==> src/hdl/exc_lowpower_defs.vh <==
// Register offsets, field positions, reset values and timing counts for the exception and low-power controller.
`ifndef EXC_LOWPOWER_DEFS_VH
`define EXC_LOWPOWER_DEFS_VH
`define ADDR_BREAK_STATUS      16'hFE00
`define ADDR_RESET_SOURCE      16'hFE01
`define ADDR_BREAK_FLAG_CTRL   16'hFE03
`define ADDR_LOWPOWER_OPTIONS  16'hFE04
`define BIT_BREAK_EXIT_LP      1
`define BIT_BREAK_CLEAR_EN     7
`define BIT_RST_LVI            1
`define BIT_RST_ILAD           3
`define BIT_RST_ILOP           4
`define BIT_RST_WDOG           5
`define BIT_RST_PIN            6
`define BIT_RST_POR            7
`define BIT_OPT_SHORT_REC      0
`define BIT_OPT_WDOG_DIS       1
`define RESET_SOURCE_POR       8'h80
`define OPTIONS_RESET          8'h00
`define STOP_REC_LONG_CYC      13'h1000
`define STOP_REC_SHORT_CYC     13'h0020
`define NUM_IRQ                8
`endif

==> src/hdl/exc_lowpower_ctrl.v <==
// Exception arbitration, break handling and wait/stop low-power control.
`timescale 1ns/100ps
`include "exc_lowpower_defs.vh"
module exc_lowpower_ctrl (
  // Clock and reset
  input  wire        clk,
  input  wire        sys_rst,
  // Register port
  input  wire [15:0] reg_addr,
  input  wire [7:0]  reg_wdata,
  input  wire        reg_wr,
  input  wire        reg_rd,
  output reg  [7:0]  reg_rdata,
  // Reset cause inputs, one-cycle pulses from same-domain logic
  input  wire        rst_cause_por,
  input  wire        rst_cause_pin,
  input  wire        rst_cause_wdog,
  input  wire        rst_cause_ilop,
  input  wire        rst_cause_ilad,
  input  wire        rst_cause_lvi,
  // Processor core
  input  wire        instr_done,
  input  wire        irq_mask,
  input  wire        trap_exec,
  input  wire        wait_exec,
  input  wire        stop_exec,
  input  wire        stack_done,
  output reg         take_exception,
  output reg  [3:0]  vector_sel,
  output reg         stack_pc_minus_one,
  output reg         clear_irq_mask,
  output reg         core_reset,
  // Interrupt sources and break module, asynchronous
  input  wire [7:0]  irq_req,
  input  wire [7:0]  irq_enable,
  input  wire        break_req,
  // Clock gating and break protection
  output reg         core_clk_en,
  output reg         periph_clk_en,
  output reg         base_clock_out_en,
  output reg         crystal_clock_en,
  output reg         watchdog_run,
  output reg         in_break,
  output reg         flag_clear_allow
);

  localparam ST_RUN     = 5'h01;
  localparam ST_WAIT    = 5'h02;
  localparam ST_STOP    = 5'h04;
  localparam ST_RECOVER = 5'h08;
  localparam ST_SERVICE = 5'h10;

  localparam [3:0] VEC_TRAP = 4'hF;

  reg [4:0]  state;
  reg [7:0]  irq_meta;
  reg [7:0]  irq_sync;
  reg        brk_meta;
  reg        brk_sync;
  reg [7:0]  break_status_reg;
  reg [7:0]  reset_source_reg;
  reg [7:0]  break_flag_control_reg;
  reg [7:0]  option_register;
  reg [12:0] sys_counter;
  reg        latched;
  reg [3:0]  latched_vec;
  reg [3:0]  next_vec;
  reg        next_any;
  reg        next_core_clk_en;
  reg        next_periph_clk_en;
  reg        next_base_clk_en;
  reg        next_crystal_clk_en;
  reg        next_watchdog_run;

  // Lowest index wins; a fixed order keeps arbitration a single cycle.
  function [3:0] prio_pick;
    input [7:0] req;
    integer k;
    begin
      prio_pick = 4'h0;
      for (k = `NUM_IRQ - 1; k >= 0; k = k - 1) begin
        if (req[k]) begin
          prio_pick = k[3:0];
        end
      end
    end
  endfunction

  // Address decode is shared by the write path and the read-clear.
  function addr_is;
    input [15:0] addr;
    input [15:0] target;
    begin
      addr_is = (addr == target);
    end
  endfunction

  // Break wins over a peripheral request when both end a low-power mode.
  function [3:0] wake_vec;
    input       brk;
    input [3:0] irq_vec;
    begin
      wake_vec = brk ? VEC_TRAP : irq_vec;
    end
  endfunction

  wire [7:0]  irq_live   = irq_sync & irq_enable;
  wire        wake_any   = (|irq_live) | brk_sync;
  wire        any_reset  = rst_cause_por | rst_cause_pin | rst_cause_wdog |
                           rst_cause_ilop | rst_cause_ilad | rst_cause_lvi;
  wire        short_rec  = option_register[`BIT_OPT_SHORT_REC];
  wire [12:0] rec_target = short_rec ? `STOP_REC_SHORT_CYC : `STOP_REC_LONG_CYC;
  wire        wr_break   = reg_wr && addr_is(reg_addr, `ADDR_BREAK_STATUS);

  always @* begin
    next_any = |irq_live;
    next_vec = prio_pick(irq_live);
  end

  always @(posedge clk) begin
    if (sys_rst) begin
      irq_meta <= 8'h00;
      irq_sync <= 8'h00;
      brk_meta <= 1'b0;
      brk_sync <= 1'b0;
    end else begin
      irq_meta <= irq_req;
      irq_sync <= irq_meta;
      brk_meta <= break_req;
      brk_sync <= brk_meta;
    end
  end

  // Read data return to zero outside the read slot, so several slaves may be ORed.
  always @(posedge clk) begin
    if (sys_rst) begin
      reg_rdata <= 8'h00;
    end else if (reg_rd) begin
      case (reg_addr)
        `ADDR_BREAK_STATUS:     reg_rdata <= break_status_reg;
        `ADDR_RESET_SOURCE:     reg_rdata <= reset_source_reg;
        `ADDR_BREAK_FLAG_CTRL:  reg_rdata <= break_flag_control_reg;
        `ADDR_LOWPOWER_OPTIONS: reg_rdata <= option_register;
        default:                reg_rdata <= 8'h00;
      endcase
    end else begin
      reg_rdata <= 8'h00;
    end
  end

  // Only the option bits are kept; the other bits of each register read zero.
  always @(posedge clk) begin
    if (sys_rst) begin
      break_flag_control_reg <= 8'h00;
      option_register        <= `OPTIONS_RESET;
    end else if (reg_wr) begin
      if (addr_is(reg_addr, `ADDR_BREAK_FLAG_CTRL)) begin
        break_flag_control_reg <= {reg_wdata[`BIT_BREAK_CLEAR_EN], 7'h00};
      end
      if (addr_is(reg_addr, `ADDR_LOWPOWER_OPTIONS)) begin
        option_register <= {6'h00, reg_wdata[1:0]};
      end
    end
  end

  // A new cause in the read cycle wins over the read-clear.
  always @(posedge clk) begin
    if (rst_cause_por) begin
      reset_source_reg <= `RESET_SOURCE_POR;
    end else if (any_reset) begin
      reset_source_reg <= {1'b0, rst_cause_pin, rst_cause_wdog, rst_cause_ilop,
                           rst_cause_ilad, 1'b0, rst_cause_lvi, 1'b0};
    end else if (sys_rst) begin
      reset_source_reg <= reset_source_reg;
    end else if (reg_rd && addr_is(reg_addr, `ADDR_RESET_SOURCE)) begin
      reset_source_reg <= 8'h00;
    end
  end

  // The break set is tested before the software clear, so a break in the clear cycle wins.
  always @(posedge clk) begin
    if (sys_rst || any_reset) begin
      break_status_reg <= 8'h00;
    end else if (brk_sync && (state == ST_WAIT || state == ST_STOP)) begin
      break_status_reg[`BIT_BREAK_EXIT_LP] <= 1'b1;
    end else if (wr_break && !reg_wdata[`BIT_BREAK_EXIT_LP]) begin
      break_status_reg[`BIT_BREAK_EXIT_LP] <= 1'b0;
    end
  end

  // The counter is reused for recovery so stop costs no extra timer.
  always @(posedge clk) begin
    if (sys_rst || state == ST_STOP) begin
      sys_counter <= 13'h0000;
    end else begin
      sys_counter <= sys_counter + 13'h0001;
    end
  end

  // Every reset cause returns to run, so a fault can never leave the core parked in stop.
  always @(posedge clk) begin
    if (sys_rst || any_reset) begin
      state              <= ST_RUN;
      latched            <= 1'b0;
      latched_vec        <= 4'h0;
      take_exception     <= 1'b0;
      vector_sel         <= 4'h0;
      stack_pc_minus_one <= 1'b0;
      clear_irq_mask     <= 1'b0;
      core_reset         <= any_reset;
      in_break           <= 1'b0;
    end else begin
      take_exception <= 1'b0;
      clear_irq_mask <= 1'b0;
      core_reset     <= 1'b0;
      if (latched && irq_mask && state != ST_SERVICE) begin
        latched <= latched;
      end else if (!irq_mask || state == ST_SERVICE) begin
        latched <= latched && state == ST_SERVICE;
      end
      case (state)
        ST_RUN: begin
          if (instr_done) begin
            if (brk_sync) begin
              take_exception     <= 1'b1;
              vector_sel         <= VEC_TRAP;
              stack_pc_minus_one <= 1'b0;
              in_break           <= 1'b1;
              state              <= ST_SERVICE;
            end else if (trap_exec) begin
              take_exception     <= 1'b1;
              vector_sel         <= VEC_TRAP;
              stack_pc_minus_one <= 1'b0;
              state              <= ST_SERVICE;
            end else if (wait_exec) begin
              clear_irq_mask <= 1'b1;
              state          <= ST_WAIT;
            end else if (stop_exec) begin
              clear_irq_mask <= 1'b1;
              state          <= ST_STOP;
            end else if ((latched || next_any) && !irq_mask) begin
              take_exception     <= 1'b1;
              vector_sel         <= latched ? latched_vec : next_vec;
              stack_pc_minus_one <= 1'b1;
              latched            <= 1'b1;
              latched_vec        <= latched ? latched_vec : next_vec;
              state              <= ST_SERVICE;
            end
          end
        end
        ST_WAIT: begin
          if (wake_any) begin
            take_exception     <= 1'b1;
            vector_sel         <= wake_vec(brk_sync, next_vec);
            stack_pc_minus_one <= !brk_sync;
            in_break           <= brk_sync;
            state              <= ST_SERVICE;
          end
        end
        ST_STOP: begin
          if (wake_any) begin
            state <= ST_RECOVER;
          end
        end
        ST_RECOVER: begin
          if (sys_counter >= rec_target - 13'h0001) begin
            take_exception     <= 1'b1;
            vector_sel         <= wake_vec(brk_sync, next_vec);
            stack_pc_minus_one <= !brk_sync;
            in_break           <= brk_sync;
            state              <= ST_SERVICE;
          end
        end
        ST_SERVICE: begin
          if (stack_done) begin
            latched <= 1'b0;
            state   <= ST_RUN;
          end
        end
        default: begin
          state <= ST_RUN;
        end
      endcase
      if (in_break && !brk_sync && state == ST_RUN) begin
        in_break <= 1'b0;
      end
    end
  end

  // Stop gates both clock outputs; recovery keeps peripherals off until stacking.
  always @* begin
    next_core_clk_en    = (state == ST_RUN) || (state == ST_SERVICE);
    next_periph_clk_en  = (state != ST_STOP) && (state != ST_RECOVER);
    next_base_clk_en    = (state != ST_STOP);
    next_crystal_clk_en = (state != ST_STOP);
    next_watchdog_run   = !option_register[`BIT_OPT_WDOG_DIS] && (state != ST_STOP);
  end

  // Flag-owning modules other than this one gate every clear step with flag_clear_allow, so the second
  // step of a two-step clear only lands once break ends or clearing is enabled.
  always @(posedge clk) begin
    if (sys_rst) begin
      core_clk_en       <= 1'b1;
      periph_clk_en     <= 1'b1;
      base_clock_out_en <= 1'b1;
      crystal_clock_en  <= 1'b1;
      watchdog_run      <= 1'b0;
      flag_clear_allow  <= 1'b1;
    end else begin
      core_clk_en       <= next_core_clk_en;
      periph_clk_en     <= next_periph_clk_en;
      base_clock_out_en <= next_base_clk_en;
      crystal_clock_en  <= next_crystal_clk_en;
      watchdog_run      <= next_watchdog_run;
      flag_clear_allow  <= !in_break || break_flag_control_reg[`BIT_BREAK_CLEAR_EN];
    end
  end

endmodule

==> config.mk <==
export PLATFORM = sky130hd
export DESIGN_NAME = exc_lowpower_ctrl
export DESIGN_NICKNAME = d
export VERILOG_FILES = /design/src/hdl/exc_lowpower_ctrl.v
export VERILOG_INCLUDE_DIRS = /design/src /design/src/hdl
export SDC_FILE = /design/constraint.sdc
export NUM_CORES = 1
export LEC_CHECK = 0
export ABC_AREA = 1
export ABC_CLOCK_PERIOD_IN_PS = 2100
export BUFFER_PORTS_ARGS = -buffer_cell sky130_fd_sc_hd__buf_4
export CELL_PAD_IN_SITES_DETAIL_PLACEMENT = 1
export CELL_PAD_IN_SITES_GLOBAL_PLACEMENT = 1
export CORE_UTILIZATION = 37
export CTS_CLUSTER_DIAMETER = 100
export DETAILED_ROUTE_END_ITERATION = 8
export GPL_TIMING_DRIVEN = 0
export PLACE_DENSITY = 0.83
export SLEW_MARGIN = 0
export SYNTH_ARGS = -nofsm -noshare
export SYNTH_HDL_FRONTEND = slang
export SYNTH_SLANG_ARGS = --single-unit
==> constraint.sdc <==
create_clock -name clk -period 2.1 [get_ports clk]
set_clock_uncertainty 0.2 [all_clocks]
set_input_delay 0.42 -clock clk [delete_from_list [all_inputs] [get_ports clk]]
set_output_delay 0.42 -clock clk [all_outputs]
set_load 0.005 [all_outputs]
==> qor.txt, run 1 <==
IO Pins -> 80
# diodes -> 0
Largest Register -> sys_counter
Status -> finished clean
Commonest non-fill, non-tap cells in the layout -> nand2_1, nor2_1, inv_1
Synthesized instance count -> 488
Nets -> 637
Critical path fanouts, max -> 9
Global Route Usage Sum -> 19.8%
Sequential share of the synthesized area -> 43.0%
Final non-filler cell total -> 684
DPL Wire Length -> 6.81 mm
Syn nets -> 553
Pins Over Slew Limit -> 0
Clk root buf -> clkbuf_8
Initial Util -> 38.3%
Mapped Avg Cell Area -> 6.87 um2
# DRC -> 0
Clock Path Buffers -> 2
Die width -> 97.2 um
Worst min path class -> input pin to flip-flop
Max-cap viol count -> 0
PD cells -> 677 nW/um2
Largest regs -> sys_counter x13, irq_meta x8, irq_sync x8
Final hold vios -> 0
Met2 usage -> 35.3%
Clock sinks -> 72
Number of CTS-inserted buffers -> 9
Synth warn -> 0
EDFF count, synth -> 0
Vias in the first global route -> 3389
H-tree depth -> 3
Layout cells sized above 1 -> 20.7%
Core Area -> 8760 um2
Global-route wire length before repair -> 15.2 mm
Clock slew seen by the registers of the worst setup and hold paths -> 80 ps
Via Count -> 3289
Startpoint types -> flip-flop
CTS tree -> done
Hold bufs inserted after CTS -> 0
Max Freq -> 502 MHz
Peak VDD IR -> 0.000400 V
Hold_ws -> 76.1 ps
Synth async-reset ratio -> 0%
Post-DRT Antenna Nets -> 0
Avg Vias per Cell -> 4.81
Unrepaired setup endpoints after global routing -> yes
DRT iter0 DRCs -> 70
Die Span Y -> 97.2 um
Gp weighted congestion -> 0.851
Mapped cell area -> 3350 um2
Post-route clock period utilization -> 94.8%
Initial antenna violation count -> 0
Wire length per cell -> 12.9 um
Static Leak -> 2.06 nW
Critical Path RT -> 2150 ps
Most common cell after layout, fill and taps aside -> nand2_1
Met3 Use GR -> 3.81%
Final setup viols -> 0
Crit path capture type -> flip-flop
Port buffer count -> 73
Busiest grt layer -> met2
Number of synthesized register bits -> 72
Pin count of the biggest net entering global routing -> 13
1st-pass router iterations -> 4
Main synth FF type -> dfxtp_1
# placed instances -> 669
Grt total ovfl -> 0
Area growth syn-to-layout -> 27.5%
Routed wire length -> 8.81 mm
Min Tclk post-route -> 1990 ps
M1 GR Usage -> 23.3%
Clk_lat worst skew -> 350 ps
Arrival time worst endpoint -> 2040 ps
Row count -> 34
Unique masters post-synth -> 31
Die area -> 9450 um2
Largest register FFs -> 13
CP Class -> flip-flop to flip-flop
Yosys cell counts (2+ instances only):
cell type	instances	area [um2]
a21oi_1	23	115
buf_4	3	22.5
clkbuf_1	2	7.51
dfxtp_1	72	1440
ha_1	8	100
inv_1	81	304
inv_2	6	22.5
nand2_1	103	387
nand2_2	5	31.3
nand3_1	30	150
nand4_1	12	75.1
nor2_1	88	330
nor2_2	2	12.5
nor2_4	6	67.6
nor3_1	11	55.1
o21a_1	2	15.0
o21ai_0	20	100
worst paths after layout:
path	start	endpoint	slack, ps	cells past startpoint
min reg2reg	irq_meta[2]	irq_sync[2]	200	2
min	irq_req[6]	irq_meta[6]	80	3
max	option_register[0]	state[2]	110	10
max reg2reg	option_register[0]	state[2]	110	10
per-stage QoR:
stage	total power, mW	utilization (%)	TNS (ps)	setup slack, ps	instance area (um2)
finish	2.89	48.8	0	109	4280
global route	3.01	48.8	-156	-66.6	4280
CTS	2.91	48.6	0	4.10	4260
detailed placement	1.69	46.1	0	12.1	4040
global placement	1.68	46.1	0	54.5	4040
floorplan	1.56	-	0	267	3350
worst max-delay path: stages (launching register included):
cell	delay, ps
dfxtp_4	390
ha_1	330
nand4_1	130
nor2_1	140
nand2_1	100
nand4_1	110
nand2_2	130
nor2_4	150
inv_2	60
nor2_1	100
nor2_1	50
layer usage:
layer	routed length, um	vias to the layer above
met5	0	-
met4	150	0
met3	325	12
met2	4420	50
met1	3910	1548
li1	-	1679
cells by family (layout without fill, tap and decap cells):
family          Yosys count  after routing  synth area share, %
buf+inv                  93            181                 10.7
flops                    72             72                 43.0
xor+xnor                  1              1                0.261
simple gates            265            265                 35.1
other cells               1              1                0.112
compound gates           48             48                 7.87
fa+ha+maj                 8              8                 2.98
repair_timing:
item | CTS | global route
resized for setup | 0 | 6
setup buffers | 0 | 0
setup endpoints to repair | 0 | 13
where the power goes:
part / switching (mW) / internal (mW) / leakage, nW / total [mW]
registers: 0.0117 / 1.39 / 0.588 / 1.40
logic: 0.135 / 0.115 / 1.37 / 0.250
clock network: 0.544 / 0.695 / 0.108 / 1.24
total: 0.690 / 2.20 / 2.06 / 2.89
cell type report:
type / instances / area, um2
Fill cell: 1134 / 4490
Timing Repair Buffer: 73 / 548
Inverter: 88 / 330
Multi-Input combinational cell: 323 / 1570
Tap cell: 108 / 135
Sequential cell: 72 / 1450
Buffer: 5 / 30.0
Clock inverter: 5 / 81.3
Clock buffer: 10 / 138
No activity file was read; power rests on OpenSTA's default activity.
==> run 2, diff against run 1 <==
--- a/config.mk
+++ b/config.mk
@@ -8,12 +8,12 @@
 export LEC_CHECK = 0
 export ABC_AREA = 1
 export ABC_CLOCK_PERIOD_IN_PS = 2100
-export BUFFER_PORTS_ARGS = -buffer_cell sky130_fd_sc_hd__buf_4
 export CELL_PAD_IN_SITES_DETAIL_PLACEMENT = 1
 export CELL_PAD_IN_SITES_GLOBAL_PLACEMENT = 1
-export CORE_UTILIZATION = 37
+export CORE_UTILIZATION = 44
 export CTS_CLUSTER_DIAMETER = 100
 export DETAILED_ROUTE_END_ITERATION = 8
+export DONT_BUFFER_PORTS = 1
 export GPL_TIMING_DRIVEN = 0
 export PLACE_DENSITY = 0.83
 export SLEW_MARGIN = 0
==> run 2 against run 1 <==
Against the previous run:
- core utilization up 4.2 points
- setup slack better by 25 ps
- clock power up 3%
- via count down 7.7%
- sequential power about the same
- critical path depth unchanged
==> qor.txt, run 2 (same netlist as run 1, synthesis figures left out) <==
Largest register FFs -> 13 (unchanged)
Worst-Margin Slew -> 522 ps
Hold path endpoint -> option_register[1]
Initial antenna violation count -> 0 (unchanged)
Max-cap viol count -> 0 (unchanged)
H-tree depth -> 3 (unchanged)
CTS tree -> done
Clock share of power -> 44.5% (+1.7 points)
R2R depth -> 10 (unchanged)
Largest Register -> sys_counter
Crit path from -> sys_counter[0]
Grt total ovfl -> 0 (unchanged)
Largest regs -> sys_counter x13, irq_meta x8, irq_sync x8
Clock sinks -> 72 (unchanged)
Final Cell Area -> 3860 um2 (-9.7%)
Most common cell after layout, fill and taps aside -> nand2_1
Worst min path class -> input pin to flip-flop
Crit path capture type -> flip-flop
Clock Path Buffers -> 2 (unchanged)
Slew HR -> 65.2%
RR Endpoint -> sys_counter[12]
Static Leak -> 1.76 nW (-14%)
Commonest non-fill, non-tap cells in the layout -> nand2_1, nor2_1, inv_1
Clk_lat worst skew -> 360 ps (about the same)
DPL Wire Length -> 6.43 mm (-5.7%)
Reg-to-Reg Start -> sys_counter[0]
Pins Over Slew Limit -> 0 (unchanged)
Min-delay src -> reg_wdata[1]
Die area -> 7980 um2 (-16%)
Global Route Usage Sum -> 23.3% (+3.5 points)
Sw Ratio -> 25.1% (+1.2 points)
Arrival time worst endpoint -> 2010 ps (-30 ps)
DRT iter0 DRCs -> 50 (-29%)
Max Freq -> 509 MHz (+1.3%)
Post-route clock period utilization -> 93.6% (-1.2 points)
Layout cells sized above 1 -> 9.06% (-12 points)
Unrepaired setup endpoints after global routing -> yes
Post-DRT Antenna Nets -> 0 (unchanged)
Core Area -> 7290 um2 (-17%)
Peak VDD IR -> 0.000456 V (+14%)
Pin count of the biggest net entering global routing -> 15 (+2)
Port buffer count -> 0 (-100%)
Clk root buf -> clkbuf_8
Routed wire length -> 8.49 mm (-3.5%)
Final hold vios -> 0 (unchanged)
# DRC -> 0 (unchanged)
Status -> finished clean
Reg2reg setup slack -> 130 ps (+30 ps)
Final setup viols -> 0 (unchanged)
Wire length per cell -> 13.7 um (+6.8%)
Cell Int Power -> 2.15 mW (-2.4%)
Seq pwr share -> 49.0% (+0.5 points)
Min Tclk post-route -> 1970 ps (-25.2 ps)
Die width -> 89.3 um (-8.1%)
Via Count -> 3037 (-7.7%)
Critical path fanouts, max -> 5 (-4)
Nets -> 579 (-9.1%)
Die Span Y -> 89.3 um (-8.1%)
Vias in the first global route -> 3143 (-7.3%)
IO Pins -> 80 (unchanged)
Area growth syn-to-layout -> 15.1%
# diodes -> 0 (unchanged)
Placed Area -> 3480 um2 (-14%)
Avg Vias per Cell -> 4.91 (+2.2%)
1st-pass router iterations -> 4 (unchanged)
Psw -> 0.719 mW (+4.1%)
Comb power frac -> 6.5% (-2.1 points)
Initial Util -> 46.0% (+7.7 points)
Startpoint types -> flip-flop
Gp weighted congestion -> 0.788 (-7.4%)
Hold Path Stages -> 2 (-1)
Row count -> 31 (-8.8%)
PD cells -> 743 nW/um2 (+9.8%)
Clock slew seen by the registers of the worst setup and hold paths -> 80 ps (about the same)
CP Class -> flip-flop to flip-flop
Number of CTS-inserted buffers -> 9 (unchanged)
Hold_ws -> 14.9 ps (-61.1 ps)
Global-route wire length before repair -> 14.1 mm (-7.3%)
Critical Path RT -> 2150 ps (about the same)
-- run 2: cell count changes in the layout (fill, tap and decap cells not counted), sizes merged --
| cell | delta |
|---|---|
| inv | +3 |
| clkbuf | -1 |
| clkinv | -1 |
| dlygate4sd3 | +14 |
| buf | -72 |
-- run 2: what timing repair did --
| action | 4_1_cts | 5_1_grt |
|---|---|---|
| endpoints found under the setup margin | 10 | 11 |
| buffers inserted | 0 | 1 |
| hold buffers | 14 | 0 |
| pin swaps | 0 | 1 |
| hold endpoints to repair | 18 | 0 |
| resized for setup | 1 | 3 |
-- run 2: worst max-delay path, stage by stage, from the launching register on --
cell and delay (ps):
dfxtp_1 370, ha_1 180, nand2_1 70, inv_1 80
nand3_1 120, nor2_1 160, nand2_1 110, nor2_2 210
nand4_1 140, o21ai_0 180, a21oi_1 60
-- run 2: layout make-up --
class                           count  area (um2)
Buffer                              5        30.0
Inverter                           88         330
Fill cell                         997        3430
Tap cell                           99         124
Clock inverter                      7         103
Clock buffer                        9         124
Multi-Input combinational cell    323        1560
Timing Repair Buffer               15         148
Sequential cell                    72        1450
-- run 2: metrics by stage --
step	worst slack (ps)	instances	setup TNS [ps]	utilization, %	power [mW]
after CTS	10.1	617	0	52.7	2.89
after detailed placement	-70.1	587	-357	47.7	1.60
after floorplan	267	488	0	-	1.56
final	134	618	0	53.0	2.87
after global placement	43.1	587	0	47.7	1.59
after global routing	-9.09	618	-9.09	53.0	2.99
-- run 2: worst max-delay path by stage --
stage / to / slack [ps]
after floorplan: vector_sel[1] / 270
after global routing: state[2] / -9
after CTS: vector_sel[2] / 10
after detailed placement: vector_sel[2] / -70
final: sys_counter[12] / 130
after global placement: take_exception / 40
-- run 2: power groups by stage --
| stage | Combinational, mW | Clock [mW] | Sequential, mW |
|---|---|---|---|
| finish | 0.186 | 1.28 | 1.40 |
| global placement | 0.153 | 0 | 1.44 |
| floorplan | 0.127 | 0 | 1.43 |
| global route | 0.215 | 1.37 | 1.41 |
| detailed placement | 0.160 | 0 | 1.44 |
| CTS | 0.184 | 1.30 | 1.41 |
-- run 2: routing by layer --
layer  vias to the layer above  part of all wire, %  GRT usage [%]
met5                         -                    0              0
met4                         0                 0.91           6.20
met3                         8                  5.0           7.48
met2                        46                   50           42.1
met1                      1415                   44           26.5
li1                       1568                    -              -
==> run 3, diff against run 2 <==
--- a/config.mk
+++ b/config.mk
@@ -10,11 +10,13 @@
 export ABC_CLOCK_PERIOD_IN_PS = 2100
 export CELL_PAD_IN_SITES_DETAIL_PLACEMENT = 1
 export CELL_PAD_IN_SITES_GLOBAL_PLACEMENT = 1
+export CORE_ASPECT_RATIO = 1.5
 export CORE_UTILIZATION = 44
 export CTS_CLUSTER_DIAMETER = 100
 export DETAILED_ROUTE_END_ITERATION = 8
 export DONT_BUFFER_PORTS = 1
 export GPL_TIMING_DRIVEN = 0
+export MAX_ROUTING_LAYER = met4
 export PLACE_DENSITY = 0.83
 export SLEW_MARGIN = 0
 export SYNTH_ARGS = -nofsm -noshare
==> run 3 against run 2 <==
Against the previous run:
- final area grew 0.97%
- global-route usage is 1.2 points higher
- critical path depth is 2 higher
- first-iteration DRC count increased by 130%
- core utilization up 0.30 points
- fmax shrank 1.1%
==> qor.txt, run 3 (same netlist as run 1, synthesis figures left out) <==
Min Tclk post-route -> 1990 ps (+22.3 ps)
Number of CTS-inserted buffers -> 9 (unchanged)
# DRC -> 0 (unchanged)
DP Worst Slack -> -22.8 ps (+47.3 ps)
Port buffer count -> 0 (unchanged)
Hold path endpoint -> option_register[0]
R2R depth -> 12 (+2)
TNS Setup -> 0 ps (unchanged)
Final non-filler cell total -> 624 (+0.97%)
M1 GR Usage -> 23.7% (-2.8 points)
Via Count -> 3142 (+3.5%)
Commonest non-fill, non-tap cells in the layout -> nand2_1, nor2_1, inv_1
Crit path capture type -> flip-flop
Routed wire length -> 8.85 mm (+4.2%)
DRT iter0 DRCs -> 116 (+130%)
Vias in the first global route -> 3261 (+3.8%)
Met2 usage -> 44.9% (+2.9 points)
Row count -> 38 (+23%)
DPL Wire Length -> 6.52 mm (+1.4%)
Global-route wire length before repair -> 14.4 mm (+2.1%)
Pin count of the biggest net entering global routing -> 13 (-2)
Slew HR -> 64.6% (-0.61 points)
Max-cap viol count -> 0 (unchanged)
Initial Util -> 45.8% (-0.19 points)
Startpoint types -> flip-flop
Status -> finished clean
CP Class -> flip-flop to flip-flop
Critical Path RT -> 2150 ps (about the same)
Die width -> 73.3 um (-18%)
Reg2reg setup slack -> 110 ps (-20 ps)
Hold Path Stages -> 2 (unchanged)
Clock Path Buffers -> 2 (unchanged)
PD cells -> 694 nW/um2 (-6.5%)
Largest regs -> sys_counter x13, irq_meta x8, irq_sync x8
Nets -> 584 (+0.86%)
Wire length per cell -> 14.2 um (+3.2%)
Clock slew seen by the registers of the worst setup and hold paths -> 70 ps (about the same)
Pins Over Slew Limit -> 0 (unchanged)
Post-route clock period utilization -> 94.7% (+1.1 points)
CTS tree -> done
IO Pins -> 80 (unchanged)
1st-pass router iterations -> 4 (unchanged)
Global Route Usage Sum -> 24.5% (+1.2 points)
Final WS setup -> 112 ps (-22.3 ps)
Die Span Y -> 109 um (+22%)
Fill cells -> 994 (-0.30%)
Initial antenna violation count -> 0 (unchanged)
Avg Vias per Cell -> 5.04 (+2.5%)
Area growth syn-to-layout -> 16.2%
Grt total ovfl -> 0 (unchanged)
Max Freq -> 503 MHz (-1.1%)
Most common cell after layout, fill and taps aside -> nand2_1
# diodes -> 0 (unchanged)
Layout cells sized above 1 -> 10.3% (+1.2 points)
Peak VDD IR -> 0.000507 V (+11%)
Reg-to-Reg Start -> option_register[0]
Fin util -> 53.2% (+0.30 points)
# placed instances -> 588 (+0.17%)
Final setup viols -> 0 (unchanged)
Core Area -> 7320 um2 (+0.41%)
H-tree depth -> 3 (unchanged)
Hold_ws -> 13.6 ps (-1.39 ps)
Gp weighted congestion -> 0.855 (+8.5%)
Busiest grt layer -> met2
Worst-Margin Slew -> 532 ps (+9.19 ps)
Total Power -> 2.71 mW (-5.6%)
Clk root buf -> clkbuf_8
Met3 Use GR -> 5.91% (-1.6 points)
Die area -> 7980 um2 (about the same)
Min-delay src -> reg_wdata[0]
Arrival time worst endpoint -> 2040 ps (+30 ps)
Final Cell Area -> 3900 um2 (+0.97%)
Final hold vios -> 0 (unchanged)
RR Endpoint -> state[0]
Placed Area -> 3480 um2 (about the same)
Clk_lat worst skew -> 360 ps (about the same)
Clock sinks -> 72 (unchanged)
Worst min path class -> input pin to flip-flop
Largest Register -> sys_counter
Static Leak -> 1.78 nW (+1.0%)
Post-DRT Antenna Nets -> 0 (unchanged)
Largest register FFs -> 13 (unchanged)
Critical path fanouts, max -> 8 (+3)
run 3: metal layers:
layer  routed length, um  up-vias
li1                    -     1575
met1                3360     1488
met2                4930       64
met3                 350       15
met4                 207        0
met5                   0        -
run 3: timing repair:
action / CTS / global route
setup endpoints to repair: 7 / 16
hold buffers: 16 / 0
pin swaps: 0 / 7
resized for setup: 1 / 9
endpoints found under the hold margin: 18 / 0
buffers inserted: 0 / 5
run 3: report_power, final:
part | internal (mW) | leakage [nW] | total [mW] | switching (mW)
Sequential | 1.39 | 0.588 | 1.40 | 0.0125
Combinational | 0.0750 | 1.09 | 0.191 | 0.116
Clock | 0.579 | 0.0993 | 1.11 | 0.532
Total | 2.05 | 1.78 | 2.71 | 0.661
run 3: area by class of cell:
| class | instances | area [um2] | area share, % |
|---|---|---|---|
| Tap cell | 100 | 125 | 3.21 |
| Clock buffer | 11 | 141 | 3.63 |
| Sequential cell | 72 | 1450 | 37.1 |
| Clock inverter | 5 | 56.3 | 1.44 |
| Inverter | 88 | 330 | 8.47 |
| Timing Repair Buffer | 20 | 188 | 4.81 |
| Buffer | 5 | 30.0 | 0.770 |
| Multi-Input combinational cell | 323 | 1580 | 40.6 |
run 3: how the worst max path moves through the flow:
stage                           to                from  cells after the start
2_1_floorplan        vector_sel[1]  option_register[0]                      9
3_3_place_gp         vector_sel[1]  option_register[0]                      9
3_5_place_dp         vector_sel[2]  option_register[0]                      9
4_1_cts        reset_source_reg[3]      rst_cause_ilop                      7
5_1_grt                   state[0]  option_register[0]                     12
6_report                  state[0]  option_register[0]                     12
run 3: worst max-delay path, cell delays in order, from the launching register on:
cell	delay [ps]
dfxtp_4	390
ha_1	330
nand2_1	80
inv_1	40
nand2_1	70
nor2_2	40
nand2_1	90
nand4_1	130
nand2_2	170
nor2_4	60
buf_4	130
nand2_1	60
nand3_1	80
